`config.mk`:
```
export PLATFORM = sky130hd
export DESIGN_NAME = sli_interlock
export DESIGN_NICKNAME = d
export VERILOG_FILES = /design/src/sli_pkg.sv /design/src/sli_interlock.sv
export SDC_FILE = /design/constraint.sdc
export NUM_CORES = 1
export LEC_CHECK = 0
export ABC_AREA = 0
export BUFFER_PORTS_ARGS = -buffer_cell sky130_fd_sc_hd__buf_2
export CORE_MARGIN = 3
export CORE_UTILIZATION = 35
export CTS_CLUSTER_DIAMETER = 50
export CTS_CLUSTER_SIZE = 20
export DETAILED_ROUTE_END_ITERATION = 16
export PLACE_DENSITY_LB_ADDON = 0.3
export REMOVE_ABC_BUFFERS = 1
export SETUP_SLACK_MARGIN = 0.05
export SYNTH_ARGS = -nofsm -noshare
export SYNTH_HDL_FRONTEND = slang
export SYNTH_SLANG_ARGS = --single-unit
```
`constraint.sdc`:
```
create_clock -name CLK -period 7.69 [get_ports CLK]
set_input_delay 1.538 -clock CLK [delete_from_list [all_inputs] [get_ports CLK]]
set_output_delay 1.538 -clock CLK [all_outputs]
set_load 0.02 [all_outputs]
```
`src/sli_pkg.sv`:
```
/*
  Shared constants and types of the safety output interlock: register map,
  field layouts, reset values, timing and state encodings.
  Assumes a 40 MHz system clock and a 32-bit AXI4-Lite register bus.
*/
`default_nettype none
package sli_pkg;
  // ==========================================================
  // timing
  localparam int CLK_HZ = 40_000_000;
  localparam int MS_PER_S = 1000;
  localparam int MS_CYC = CLK_HZ / MS_PER_S;
  localparam int RST_MIN_MS = 120;
  localparam int RST_MAX_MS = 4000;
  localparam int SYNC_MS = 25;
  // ==========================================================
  // sizes
  localparam int NUM_SETS = 32;
  localparam int SEL_W = 5;
  localparam int ADDR_W = 8;
  localparam int NUM_EV = 3;
  // ==========================================================
  // register offsets
  localparam logic [ADDR_W-1:0] ADDR_CTRL = 8'h00;
  localparam logic [ADDR_W-1:0] ADDR_SWTIME = 8'h04;
  localparam logic [ADDR_W-1:0] ADDR_RESP = 8'h08;
  localparam logic [ADDR_W-1:0] ADDR_SPEED = 8'h0C;
  localparam logic [ADDR_W-1:0] ADDR_ALLOW = 8'h10;
  localparam logic [ADDR_W-1:0] ADDR_STATUS = 8'h14;
  localparam logic [ADDR_W-1:0] ADDR_IRQ_STAT = 8'h18;
  localparam logic [ADDR_W-1:0] ADDR_IRQ_MASK = 8'h1C;
  // ==========================================================
  // field positions
  localparam int CTRL_FLT_CLR_BIT = 4;
  localparam int ST_OUT_BIT = 0;
  localparam int ST_STATE_LSB = 1;
  localparam int ST_SET_LSB = 5;
  localparam int ST_VIOL_BIT = 10;
  localparam int ST_BUSY_BIT = 11;
  localparam int ST_FLT_BIT = 12;
  localparam int ST_CAUSE_LSB = 13;
  localparam int EV_OFF = 0;
  localparam int EV_ON = 1;
  localparam int EV_FLT = 2;
  // ==========================================================
  // reset values
  localparam logic [3:0] CTRL_RST = 4'h2;
  localparam logic [15:0] SWTIME_RST = 16'h0000;
  localparam logic [15:0] RESP_RST = 16'h0000;
  localparam logic [15:0] SPEED_RST = 16'h0000;
  localparam logic [31:0] ALLOW_RST = 32'hFFFF_FFFF;
  localparam logic [NUM_EV-1:0] MASK_RST = 3'h0;
  localparam logic [1:0] RESP_OK = 2'h0;
  localparam logic [1:0] RESP_SLVERR = 2'h2;
  // ==========================================================
  // types
  typedef enum logic [1:0] {
    MODE_AUTO = 2'h0,
    MODE_START = 2'h1,
    MODE_FULL = 2'h2
  } sli_mode_e;
  typedef enum logic [1:0] {
    CAUSE_NONE = 2'h0,
    CAUSE_SET = 2'h1,
    CAUSE_TIME = 2'h2
  } sli_cause_e;
  typedef enum logic [3:0] {
    ST_LOCK = 4'h1,
    ST_WAIT = 4'h2,
    ST_ON = 4'h4,
    ST_FAULT = 4'h8
  } sli_state_e;
  typedef struct packed {
    logic res70;
    logic fs_inputs;
    logic [1:0] start_mode;
  } sli_ctrl_s;
endpackage
`default_nettype wire

```
`src/sli_interlock.sv`:
```
/*
  Output-release logic of the safety sensor: start-up modes, reset button
  window, field set switchover with monitoring, fault shutdown, AXI4-Lite
  registers and a masked interrupt.
  Assumes all pins but RST_B synchronous to CLK; field occupancy is evaluated outside.
*/
`timescale 1ns/1ps
`default_nettype none
// Function
// - violated active protective field turns both safety outputs off
// - automatic mode: outputs on at power-up and whenever field is clear
// - start interlock mode: outputs stay off after supply return until reset press
// - start interlock mode: later violation turns off, clear field turns back on
// - full interlock: outputs stay off after field clears and after power-up
// - full interlock: only a valid reset press re-enables the outputs
// - reset press must last between 0.12 s and 4 s
// - response time is the longest delay from violation to switch-off
// - two activation modes: fixed set, or inputs with fixed switchover time
// - fixed mode always monitors the first field set
// - switchable sets may be changed at any time via control inputs; here a change while a switchover is still running is a fault
// - active set is chosen from the control inputs
// - old set stays monitored for the switchover time
// - switch to occupied field: off after 25 ms plus switchover plus response
// - broken changeover rules: fault, outputs off, diagnostic shown
// - one detection resolution for all field sets of a bank
// - one maximum vehicle speed for all field sets of a bank
module sli_interlock
  import sli_pkg::*;
#(
  parameter int MS_CYCLES = MS_CYC
) (
  input wire logic CLK, // 40 MHz clock
  input wire logic RST_B, // async reset, low
  input wire logic [ADDR_W-1:0] S_AXI_AWADDR, // write address
  input wire logic S_AXI_AWVALID, // write address valid
  output logic S_AXI_AWREADY, // write address ready
  input wire logic [31:0] S_AXI_WDATA, // write data
  input wire logic [3:0] S_AXI_WSTRB, // byte strobes
  input wire logic S_AXI_WVALID, // write data valid
  output logic S_AXI_WREADY, // write data ready
  output logic [1:0] S_AXI_BRESP, // write response
  output logic S_AXI_BVALID, // write response valid
  input wire logic S_AXI_BREADY, // write response ready
  input wire logic [ADDR_W-1:0] S_AXI_ARADDR, // read address
  input wire logic S_AXI_ARVALID, // read address valid
  output logic S_AXI_ARREADY, // read address ready
  output logic [31:0] S_AXI_RDATA, // read data
  output logic [1:0] S_AXI_RRESP, // read response
  output logic S_AXI_RVALID, // read data valid
  input wire logic S_AXI_RREADY, // read data ready
  input wire logic [NUM_SETS-1:0] FIELD_OCC, // per-set field occupied
  input wire logic [SEL_W-1:0] FS_SEL, // field set control inputs
  input wire logic RESET_BTN, // reset button, high pressed
  output logic [1:0] SAFETY_OUTPUT, // both safety outputs
  output logic [SEL_W-1:0] ACTIVE_SET, // monitored field set
  output logic FAULT, // fault lock
  output logic RES_70MM, // resolution 70 mm when high
  output logic [15:0] MAX_VEHICLE_SPEED, // speed for evaluation
  output logic IRQ // level interrupt
);
  // ==========================================================
  // functions
  function automatic logic [31:0] merge(input logic [31:0] old,
      input logic [31:0] nw, input logic [3:0] strb);
    logic [31:0] m;
    m = '0;
    for (int i = 0; i < 4; i++) begin
      m[i*8 +: 8] = {8{strb[i]}};
    end
    merge = (old & ~m) | (nw & m);
  endfunction

  function automatic logic reg_ok(input logic [ADDR_W-1:0] a);
    reg_ok = (a == ADDR_CTRL) || (a == ADDR_SWTIME) ||
      (a == ADDR_RESP) || (a == ADDR_SPEED) || (a == ADDR_ALLOW) ||
      (a == ADDR_STATUS) || (a == ADDR_IRQ_STAT) ||
      (a == ADDR_IRQ_MASK);
  endfunction

  // ==========================================================
  // declarations
  sli_ctrl_s ctrl;
  logic [15:0] swtime;
  logic [15:0] resp;
  logic [15:0] speed;
  logic [31:0] allow;
  logic [NUM_EV-1:0] irq_mask;
  logic [NUM_EV-1:0] irq_stat;
  logic [NUM_EV-1:0] ev;
  logic aw_hold;
  logic w_hold;
  logic [ADDR_W-1:0] aw_addr;
  logic [31:0] w_data;
  logic [3:0] w_strb;
  logic do_wr;
  logic do_rd;
  logic rd_clr;
  logic flt_clr;
  logic [31:0] rd_mux;
  logic [31:0] st_word;
  logic [15:0] ms_cnt;
  logic tick;
  logic btn_q;
  logic [12:0] press_cnt;
  logic press_ok;
  logic [SEL_W-1:0] sel_now;
  logic [SEL_W-1:0] target;
  logic [SEL_W-1:0] active;
  logic sw_busy;
  logic [16:0] sw_cnt;
  logic sw_done;
  logic viol;
  logic [15:0] viol_cnt;
  logic viol_conf;
  logic flt;
  logic flt_evt;
  sli_cause_e cause;
  sli_cause_e next_cause;
  sli_state_e state;
  sli_state_e next_state;

  // ==========================================================
  // AXI4-Lite slave
  assign S_AXI_AWREADY = !aw_hold && !S_AXI_BVALID;
  assign S_AXI_WREADY = !w_hold && !S_AXI_BVALID;
  assign S_AXI_ARREADY = !S_AXI_RVALID;
  assign do_wr = aw_hold && w_hold && !S_AXI_BVALID;
  assign do_rd = S_AXI_ARVALID && S_AXI_ARREADY;
  assign rd_clr = do_rd && (S_AXI_ARADDR == ADDR_IRQ_STAT);
  assign flt_clr = do_wr && (aw_addr == ADDR_CTRL) && w_strb[0] &&
    w_data[CTRL_FLT_CLR_BIT];

  // address and data may arrive in either order
  always_ff @(posedge CLK or negedge RST_B) begin
    if (!RST_B) begin
      aw_hold <= 1'b0;
      w_hold <= 1'b0;
      aw_addr <= '0;
      w_data <= '0;
      w_strb <= '0;
      S_AXI_BVALID <= 1'b0;
      S_AXI_BRESP <= RESP_OK;
    end else begin
      if (S_AXI_AWVALID && S_AXI_AWREADY) begin
        aw_hold <= 1'b1;
        aw_addr <= S_AXI_AWADDR;
      end
      if (S_AXI_WVALID && S_AXI_WREADY) begin
        w_hold <= 1'b1;
        w_data <= S_AXI_WDATA;
        w_strb <= S_AXI_WSTRB;
      end
      if (do_wr) begin
        aw_hold <= 1'b0;
        w_hold <= 1'b0;
        S_AXI_BVALID <= 1'b1;
        S_AXI_BRESP <= reg_ok(aw_addr) ? RESP_OK : RESP_SLVERR;
      end else if (S_AXI_BVALID && S_AXI_BREADY) begin
        S_AXI_BVALID <= 1'b0;
      end
    end
  end

  always_ff @(posedge CLK or negedge RST_B) begin
    if (!RST_B) begin
      ctrl <= CTRL_RST;
      swtime <= SWTIME_RST;
      resp <= RESP_RST;
      speed <= SPEED_RST;
      allow <= ALLOW_RST;
      irq_mask <= MASK_RST;
    end else if (do_wr) begin
      if (aw_addr == ADDR_CTRL) begin
        ctrl <= sli_ctrl_s'(4'(merge({28'h0, ctrl}, w_data, w_strb)));
      end else if (aw_addr == ADDR_SWTIME) begin
        swtime <= 16'(merge({16'h0, swtime}, w_data, w_strb));
      end else if (aw_addr == ADDR_RESP) begin
        resp <= 16'(merge({16'h0, resp}, w_data, w_strb));
      end else if (aw_addr == ADDR_SPEED) begin
        speed <= 16'(merge({16'h0, speed}, w_data, w_strb));
      end else if (aw_addr == ADDR_ALLOW) begin
        allow <= merge(allow, w_data, w_strb);
      end else if (aw_addr == ADDR_IRQ_MASK) begin
        irq_mask <= NUM_EV'(merge({29'h0, irq_mask}, w_data, w_strb));
      end
    end
  end

  always_comb begin
    st_word = '0;
    st_word[ST_OUT_BIT] = (state == ST_ON);
    st_word[ST_STATE_LSB +: 4] = state;
    st_word[ST_SET_LSB +: SEL_W] = active;
    st_word[ST_VIOL_BIT] = viol;
    st_word[ST_BUSY_BIT] = sw_busy;
    st_word[ST_FLT_BIT] = flt;
    st_word[ST_CAUSE_LSB +: 2] = cause;
  end

  always_comb begin
    rd_mux = '0;
    if (S_AXI_ARADDR == ADDR_CTRL) begin
      rd_mux = {28'h0, ctrl};
    end else if (S_AXI_ARADDR == ADDR_SWTIME) begin
      rd_mux = {16'h0, swtime};
    end else if (S_AXI_ARADDR == ADDR_RESP) begin
      rd_mux = {16'h0, resp};
    end else if (S_AXI_ARADDR == ADDR_SPEED) begin
      rd_mux = {16'h0, speed};
    end else if (S_AXI_ARADDR == ADDR_ALLOW) begin
      rd_mux = allow;
    end else if (S_AXI_ARADDR == ADDR_STATUS) begin
      rd_mux = st_word;
    end else if (S_AXI_ARADDR == ADDR_IRQ_STAT) begin
      rd_mux = {29'h0, irq_stat};
    end else if (S_AXI_ARADDR == ADDR_IRQ_MASK) begin
      rd_mux = {29'h0, irq_mask};
    end
  end

  always_ff @(posedge CLK or negedge RST_B) begin
    if (!RST_B) begin
      S_AXI_RVALID <= 1'b0;
      S_AXI_RDATA <= '0;
      S_AXI_RRESP <= RESP_OK;
    end else if (do_rd) begin
      S_AXI_RVALID <= 1'b1;
      S_AXI_RDATA <= rd_mux;
      S_AXI_RRESP <= reg_ok(S_AXI_ARADDR) ? RESP_OK : RESP_SLVERR;
    end else if (S_AXI_RREADY) begin
      S_AXI_RVALID <= 1'b0;
    end
  end

  // ==========================================================
  // interrupt: sticky, cleared by read, set wins
  assign ev[EV_OFF] = (state == ST_ON) && (next_state != ST_ON);
  assign ev[EV_ON] = (state != ST_ON) && (next_state == ST_ON);
  assign ev[EV_FLT] = flt_evt;

  for (genvar g = 0; g < NUM_EV; g++) begin : g_irq
    always_ff @(posedge CLK or negedge RST_B) begin
      if (!RST_B) begin
        irq_stat[g] <= 1'b0;
      end else if (ev[g]) begin
        irq_stat[g] <= 1'b1;
      end else if (rd_clr) begin
        irq_stat[g] <= 1'b0;
      end
    end
  end
  assign IRQ = |(irq_stat & irq_mask);

  // ==========================================================
  // millisecond tick
  always_ff @(posedge CLK or negedge RST_B) begin
    if (!RST_B) begin
      ms_cnt <= '0;
    end else if (ms_cnt == 16'(MS_CYCLES - 1)) begin
      ms_cnt <= '0;
    end else begin
      ms_cnt <= ms_cnt + 16'h0001;
    end
  end
  assign tick = (ms_cnt == 16'(MS_CYCLES - 1));

  // ==========================================================
  // reset button window
  always_ff @(posedge CLK or negedge RST_B) begin
    if (!RST_B) begin
      btn_q <= 1'b0;
      press_cnt <= '0;
    end else begin
      btn_q <= RESET_BTN;
      if (!RESET_BTN) begin
        press_cnt <= '0;
      end else if (tick && (press_cnt != 13'h1FFF)) begin
        press_cnt <= press_cnt + 13'h0001;
      end
    end
  end
  // window on release
  // tick granularity: one extra ms is demanded at the short end
  assign press_ok = btn_q && !RESET_BTN &&
    (press_cnt > 13'(RST_MIN_MS)) && (press_cnt < 13'(RST_MAX_MS));

  // ==========================================================
  // field set selection and switchover
  // selection source
  assign sel_now = ctrl.fs_inputs ? FS_SEL : '0;
  assign sw_done = sw_busy && tick &&
    (sw_cnt + 17'h00001 >= 17'(SYNC_MS) + {1'b0, swtime});

  always_ff @(posedge CLK or negedge RST_B) begin
    if (!RST_B) begin
      target <= '0;
      active <= '0;
      sw_busy <= 1'b0;
      sw_cnt <= '0;
    end else if (flt) begin
      sw_busy <= 1'b0;
      target <= active;
    end else if ((sel_now != target) && !flt_evt) begin
      target <= sel_now;
      sw_busy <= 1'b1;
      sw_cnt <= '0;
    end else if (sw_done) begin
      active <= target;
      sw_busy <= 1'b0;
    end else if (sw_busy && tick) begin
      sw_cnt <= sw_cnt + 17'h00001;
    end
  end

  always_comb begin
    flt_evt = 1'b0;
    next_cause = CAUSE_NONE;
    if (!flt && (sel_now != target)) begin
      if (!allow[sel_now]) begin
        flt_evt = 1'b1;
        next_cause = CAUSE_SET;
      end else if (sw_busy) begin
        flt_evt = 1'b1;
        next_cause = CAUSE_TIME;
      end
    end
  end

  always_ff @(posedge CLK or negedge RST_B) begin
    if (!RST_B) begin
      flt <= 1'b0;
      cause <= CAUSE_NONE;
    end else if (flt_evt) begin
      flt <= 1'b1;
      cause <= next_cause;
    end else if (flt_clr) begin
      flt <= 1'b0;
      cause <= CAUSE_NONE;
    end
  end

  // ==========================================================
  // violation and response time
  assign viol = FIELD_OCC[active];
  always_ff @(posedge CLK or negedge RST_B) begin
    if (!RST_B) begin
      viol_cnt <= '0;
    end else if (!viol || sw_done) begin
      viol_cnt <= '0;
    end else if (tick && (viol_cnt != 16'hFFFF)) begin
      viol_cnt <= viol_cnt + 16'h0001;
    end
  end
  assign viol_conf = viol && (viol_cnt >= resp);

  // ==========================================================
  // start-up and restart state machine
  always_comb begin
    next_state = state;
    case (state)
      ST_LOCK: begin
        if (flt || flt_evt) begin
          next_state = ST_FAULT;
        end else if (ctrl.start_mode == MODE_AUTO) begin
          next_state = ST_WAIT;
        end else if (press_ok && !viol) begin
          next_state = ST_ON;
        end
      end
      ST_WAIT: begin
        if (flt || flt_evt) begin
          next_state = ST_FAULT;
        end else if (!viol) begin
          next_state = ST_ON;
        end
      end
      ST_ON: begin
        if (flt_evt) begin
          next_state = ST_FAULT;
        end else if (viol_conf) begin
          if ((ctrl.start_mode == MODE_AUTO) ||
              (ctrl.start_mode == MODE_START)) begin
            next_state = ST_WAIT;
          end else begin
            next_state = ST_LOCK;
          end
        end
      end
      ST_FAULT: begin
        if (!flt) begin
          next_state = ST_LOCK;
        end
      end
      default: begin
        next_state = ST_FAULT;
      end
    endcase
  end

  // power-up lands in the locked state; auto mode leaves it next cycle
  always_ff @(posedge CLK or negedge RST_B) begin
    if (!RST_B) begin
      state <= ST_LOCK;
    end else begin
      state <= next_state;
    end
  end

  assign SAFETY_OUTPUT = {2{state == ST_ON}};
  assign ACTIVE_SET = active;
  assign FAULT = flt;
  assign RES_70MM = ctrl.res70;
  assign MAX_VEHICLE_SPEED = speed;

  // ==========================================================
  // assertions
  property p_viol_off;
    @(posedge CLK) disable iff (!RST_B)
    (state == ST_ON) && viol_conf |=> (SAFETY_OUTPUT == 2'h0);
  endproperty
  a_viol_off: assert property (p_viol_off) else $error("outputs on after violation");

  property p_auto_on;
    @(posedge CLK) disable iff (!RST_B)
    (state == ST_WAIT) && !viol && !flt && !flt_evt |=> SAFETY_OUTPUT == 2'h3;
  endproperty
  a_auto_on: assert property (p_auto_on) else $error("no restart on clear");

  property p_lock;
    @(posedge CLK) disable iff (!RST_B)
    (state == ST_LOCK) && !press_ok && (ctrl.start_mode != MODE_AUTO) |=> state != ST_ON;
  endproperty
  a_lock: assert property (p_lock) else $error("release without press");

  property p_restart;
    @(posedge CLK) disable iff (!RST_B)
    (state == ST_ON) && viol_conf && !flt_evt && (ctrl.start_mode == MODE_START)
      |=> (state == ST_WAIT) ##1 ($past(viol) || state == ST_ON || flt);
  endproperty
  a_restart: assert property (p_restart) else $error("automatic restart missing");

  property p_full;
    @(posedge CLK) disable iff (!RST_B)
    (state == ST_ON) && viol_conf && !flt_evt && (ctrl.start_mode == MODE_FULL) |=> state == ST_LOCK;
  endproperty
  a_full: assert property (p_full) else $error("restart interlock missing");

  property p_press_only;
    @(posedge CLK) disable iff (!RST_B)
    $rose(SAFETY_OUTPUT[0]) && ($past(state) == ST_LOCK) |-> $past(press_ok) && $past(press_cnt) > 13'(RST_MIN_MS);
  endproperty
  a_press_only: assert property (p_press_only) else $error("release without valid press");

  property p_long_press;
    @(posedge CLK) disable iff (!RST_B)
    btn_q && !RESET_BTN && (press_cnt >= 13'(RST_MAX_MS)) |-> !press_ok;
  endproperty
  a_long_press: assert property (p_long_press) else $error("overlong press accepted");

  property p_fixed;
    @(posedge CLK) disable iff (!RST_B)
    !ctrl.fs_inputs && !sw_busy && !flt && (active == 5'h00) |=> active == 5'h00;
  endproperty
  a_fixed: assert property (p_fixed) else $error("fixed mode left first set");

  property p_hold_old;
    @(posedge CLK) disable iff (!RST_B)
    $changed(active) |-> $past(sw_busy) && !sw_busy;
  endproperty
  a_hold_old: assert property (p_hold_old) else $error("set changed outside handover");

  property p_fault_off;
    @(posedge CLK) disable iff (!RST_B)
    flt_evt |=> flt && (SAFETY_OUTPUT == 2'h0) && (cause != CAUSE_NONE);
  endproperty
  a_fault_off: assert property (p_fault_off) else $error("fault without shutdown");

  c_on: cover property (@(posedge CLK) disable iff (!RST_B) $rose(SAFETY_OUTPUT[0]));
  c_fault: cover property (@(posedge CLK) disable iff (!RST_B) flt_evt);
  c_switch: cover property (@(posedge CLK) disable iff (!RST_B) sw_done);
endmodule
`default_nettype wire

```
==> Yosys cells after proc, flatten, opt, wreduce, memory -nomap -nowiden <==
Index checks and enable logic that the tools add are counted.
{ "totals": {"reg_bits": 255, "inputBits": 97, "out_inout_bits": 67} }
{ "op_classes": {"n_addsub": 5, "order_cmp": 6, "eq_ne": 28, "mux": 60, "n_bitwise": 22, "n_reduce_logical": 74} }
{ "op_table": {"columns": ["cell", "count"], "rows": [
  ["2-to-1 mux 32 bit", 5],
  ["AND 32 bit", 2],
  ["== test 8 x 5 -> 1 bit, second input constant", 8],
  ["2-to-1 mux 17 bit", 3],
  ["AND 16 bit", 3],
  ["2-to-1 mux 16 bit", 3],
  ["bitwise OR 16 bit", 3],
  ["adder 16 x 1 -> 16 bit, second input constant", 2],
  ["== test 8 x 4 -> 1 bit, second input constant", 4],
  ["2-to-1 mux 4 bit", 8],
  ["NOT 32 bit", 1],
  ["bitwise OR 32 bit", 1],
  ["2-to-1 mux 13 bit", 2],
  ["logical AND 1 bit", 25],
  ["2-to-1 mux 1 bit", 22],
  ["nonzero test 2 bit", 11],
  ["adder 17 x 1 -> 17 bit, second input constant", 1],
  ["adder 5 x 16 -> 17 bit, first input constant", 1],
  ["greater-or-equal comparator 17 bit", 1],
  ["logical OR 1 bit", 17],
  ["== test 16 bit, second input constant", 1],
  ["== test 8 x 3 -> 1 bit, second input constant", 2],
  ["greater-or-equal comparator 16 bit", 1],
  ["zero test 8 bit", 2],
  ["35 further kinds", 66]
]} }

==> Logic depth before layout (Yosys ltp) <==
{ "logic_depth": {"word_depth": 12, "mapped_depth": 16, "ltp_nobuf": 15} }

==> Worst setup path after synthesis <==
OpenSTA, ideal clock, no wires.
{ "synth_timing": {"kind": "input -> register", "from": "input FS_SEL[0]", "to": "register sw_cnt[10]", "setup_ns": 0.121, "t_arrival_ns": 3.290, "required_time_ns": 7.569, "slack_ns": 4.279, "cell_stages": 9, "cell_sequence": "buf_2 -> buf_2 -> a2111oi_0 -> a31oi_1 -> a21o_1 -> o21ai_0 -> a21oi_2 -> buf_2 -> a22o_1"} }
{ "synth_between": {"elab_chain_cells": 9} }
{ "synth_rtl": {"columns": ["element", "line_no", "source"], "rows": [
  ["from (decl)", "sli_interlock.sv:52", "input wire logic [SEL_W-1:0] FS_SEL,"],
  ["2-to-1 mux 5 bit *", "sli_interlock.sv:290", "assign sel_now = ctrl.fs_inputs ? FS_SEL : '0;"],
  ["binary-select mux 1 bit (select 5 bit)", "sli_interlock.sv:319", "if (!allow[sel_now]) begin"],
  ["2-to-1 mux 1 bit (not written as such)", "sli_interlock.sv:319", null],
  ["2-to-1 mux 1 bit", "sli_interlock.sv:319", null],
  ["2-to-1 mux 1 bit", "sli_interlock.sv:318", "if (!flt && (sel_now != target)) begin"],
  ["zero test 1 bit", "sli_interlock.sv:303", "end else if ((sel_now != target) && !flt_evt) begin"],
  ["logical AND 1 bit *", "sli_interlock.sv:303", null],
  ["inequality test 2 x 1 -> 1 bit (no source line) / nonzero test 2 bit (equally long branches)", null, null],
  ["AND reduction 3 bit (no source line)", null, null],
  ["to (signal assigned)", "sli_interlock.sv:311", "sw_cnt <= sw_cnt + 17'h00001;"],
  ["to (decl)", "sli_interlock.sv:110", "logic [16:0] sw_cnt;"]
]} }
Mark *: on every way between the ends. The rest lies on a longest branch, timed or not. The select of a mux whose other input is x is not followed.
A chain may end at the register's enable or synchronous reset.

==> summary.md <==
| Metric | Value |
|---|---|
| Status | completed |
| Maximum buffer depth of the clock tree | 3 |
| Post-CTS Setup Inserts | 0 |
| Clock power share | 0.410 |
| H-Tree Depth | 2 |
| Final #Nets | 1465 |
| Gr usage total | 0.180 |
| Crit path arrival time | roughly 4.3 ns |
| Top cell type's share of synthesized area | 0.419 |
| Io pins | 164 |
| Fmax | 0.251 GHz |
| Dpl hpwl | 25700 um |
| Routability Congestion | 0.880 |
| 1st-iter DRT viols | 814 |
| Congestion Overflow GR | 0 |
| Crit path time final | 3.98 ns |
| Sw Pwr | 0.00122 W |
| Kind of critical path | register to register |
| CTS Hold Buffers Added | 0 |
| First-pass GRT wire length | 55900 um |
| Most used DFF post-synth | dfrtp_1 |
| Endpoints failing hold | 0 |
| Initial antenna violation count | 1 |
| WL/cell | 19.5 um |
| Ant diodes | 0 |
| P&R area growth vs syn | 18.5% |
| Cell internal pwr | 0.00280 W |
| Reg2reg path depth | 13 |
| FFs w/ async S/R, synth | 1.00 |
| Hold path depth | 1 |
| Slew Limit Fails | 0 |
| Flop pwr share | 0.444 |
| Worst-skew pair later-pin latency | 0.54 ns |
| Clk root buf | clkbuf_16 |
| Final Cycle Share | 0.518 |
| Sw Share | 0.304 |
| Top-count cell post-synth | dfrtp_1 |
| Max-Cap Viols | 0 |
| CTS tree | built |
| Final core utilization | 0.422 |
| Sequential area share after synthesis | 0.487 |
| EDFF count, synth | 0 |
| Die width | 199 um |
| FF+latch count, synth | 253 |
| Synth area leaders | dfrtp_1 42%, mux2_2 12%, dfstp_2 6.8% |
| Final worst setup slack | 3.71 ns |
| Power density cells | around 260 nW/um^2 |
| Mapped cell area | 13100 um^2 |
| Die ar. | 39700 um^2 |
| Core Box Area | 36700 um^2 |
| Leakage | between 7 and 8 nW |
| DRC violations left | 0 |
| Via count | a little under 10000 |
| Post-layout power | 0.00403 W |
| Layout Skew | 0.0351 ns |
| WHS Endpoint | ms_cnt[0] |
| Flop2flop setup slack | 3.71 ns |
| Vias in the first global route | between 9000 and 10000 |
| Setup violations, final | 0 |
| Die height | roughly 200 um |
| IO Port Bufs | around 160 |
| Clock Sinks | 253 |
| Critical path endpoint category | register |
| Worst Path Required | 8.03 ns |
| Library cells used by synthesis | 71 |
| Min-delay src | ms_cnt[0] |
| Share of post-route cells with drive strength above 1 | 0.316 |
| Worst min path class | register to register |
| # resized after CTS | 0 |
| Placed cells | 1760 |
| Pre-CTS setup slack | 3.52 ns |
| YS warnings | 0 |
| Unrepaired setup endpoints after global routing | no |
| Startpoint types | register |
| Post-route ant nets | 0 |
| Mapped Cells | 1180 |
| Via density | 5.36 |
| Commonest cells post-synth | 219 x dfrtp_1, 143 x mux2_2, 84 x nor2_1 |
| FP Rows | 70 |
| Worst slew pin tran | 1.19 ns |
| TritonCTS Buffers | 35 |
| Final WL | between 30000 and 40000 um |
| Setup TNS | 0 ns |
| Worst vdd ir | 0.219 mV |
| Capturing point of the worst reg2reg path | viol_cnt[14] |
| Clock transition at the registers of the reported paths | about 0.070 ns |
| Slew margin rel. | 0.202 |
| Mean Syn Cell Area | 11.1 um^2 |
| Cell taking the most area after synthesis | dfrtp_1 |
| Fin cells | 1822 |
| Largest net degree at the start of global routing | 157 |
| Initial Utilization | 0.356 |
| Combinational share of power | 0.146 |
| DR pass1 iterations | 5 |
| CP Max Fanout | 16 |
[worst max path at each step]
| stage | from | endpoint | slack (ns) | depth (start not counted) |
|---|---|---|---|---|
| CTS | register | viol_cnt[14] | 3.69 | 13 |
| global placement | FIELD_OCC[26] | viol_cnt[0] | 3.57 | 7 |
| finish | register | viol_cnt[14] | 3.71 | 13 |
| global route | register | viol_cnt[13] | 3.26 | 13 |
| floorplan | register | sw_cnt[1] | 3.83 | 12 |
| detailed placement | FIELD_OCC[29] | viol_cnt[3] | 3.52 | 7 |
[cell type report]
cell class	instances	area [um^2]
fillers	3490	21200
well taps	468	586
multi-input cells	836	6320
inverters	37	139
clock buffers	37	903
repair buffers	166	866
clock inverters	25	308
flip-flops and latches	253	6370
[logic make-up (layout without fill, tap and decap cells)]
group | count (synthesis) | count (layout) | synth area share
fa+ha+maj | 39 | 39 | 0.0373
flops | 253 | 253 | 0.487
compound gates | 203 | 203 | 0.110
other cells | 1 | 2 | 0.000287
simple gates | 349 | 349 | 0.135
buf+inv | 92 | 265 | 0.0299
xor+xnor | 67 | 67 | 0.0449
mux | 176 | 176 | 0.155
[critical path, stage by stage, from the launching register on]
cell	delay, ns
dfrtp_1	0.42
nand3_1	0.13
nor3b_1	0.22
nor4b_1	0.56
nand3_1	0.17
xor2_1	0.17
ha_1	0.30
nand3_1	0.11
o22ai_1	0.17
o21ai_0	0.09
a21oi_1	0.26
o21bai_1	0.15
o21ai_1	0.93
nor2_1	0.11
[per-layer routing]
layer  vias up  global-route usage  routed length [um]
met5         -                   0                   0
met4         0              0.0455                 777
met3        47              0.0295                2000
met2       242               0.279               15900
met1      4884               0.263               16900
li1       4593                   -                   -
[power by group through the flow]
stage | combinational [W] | clock [W] | sequential, W
floorplan | 0.000392 | 0 | 0.00172
CTS | 0.000600 | 0.00169 | 0.00179
finish | 0.000590 | 0.00165 | 0.00179
global route | 0.000656 | 0.00175 | 0.00182
detailed placement | 0.000595 | 0 | 0.00181
global placement | 0.000584 | 0 | 0.00181
[cell usage in the layout (no fill, tap or decap), types with 9 or more instances in the layout]
master       n
a21o_1      14
a21oi_1     49
a221o_1      9
a221oi_1     9
a22o_1      26
and2_1      17
and3_1      11
buf_2      160
clkbuf_16   35
dfrtp_1    219
dfstp_2     34
ha_1        39
inv_1       37
mux2_2     143
mux2i_1     26
nand2_1     76
nand2b_1     9
nand3_1     48
nand4_1     15
nor2_1      84
nor2b_1     19
nor3_1      20
o21ai_0     35
o31ai_1     10
xnor2_1     46
xor2_1      21
[stage by stage]
| step | instance area (um^2) | hold WS, ns |
|---|---|---|
| 2_1_floorplan | 12800 | 0.438 |
| 3_5_place_dp | 14300 | 0.457 |
| 6_report | 15500 | 0.473 |
| 4_1_cts | 15500 | 0.477 |
| 3_3_place_gp | 14300 | 0.460 |
| 5_1_grt | 15500 | 0.489 |
Power figures use the tool's default switching activity.
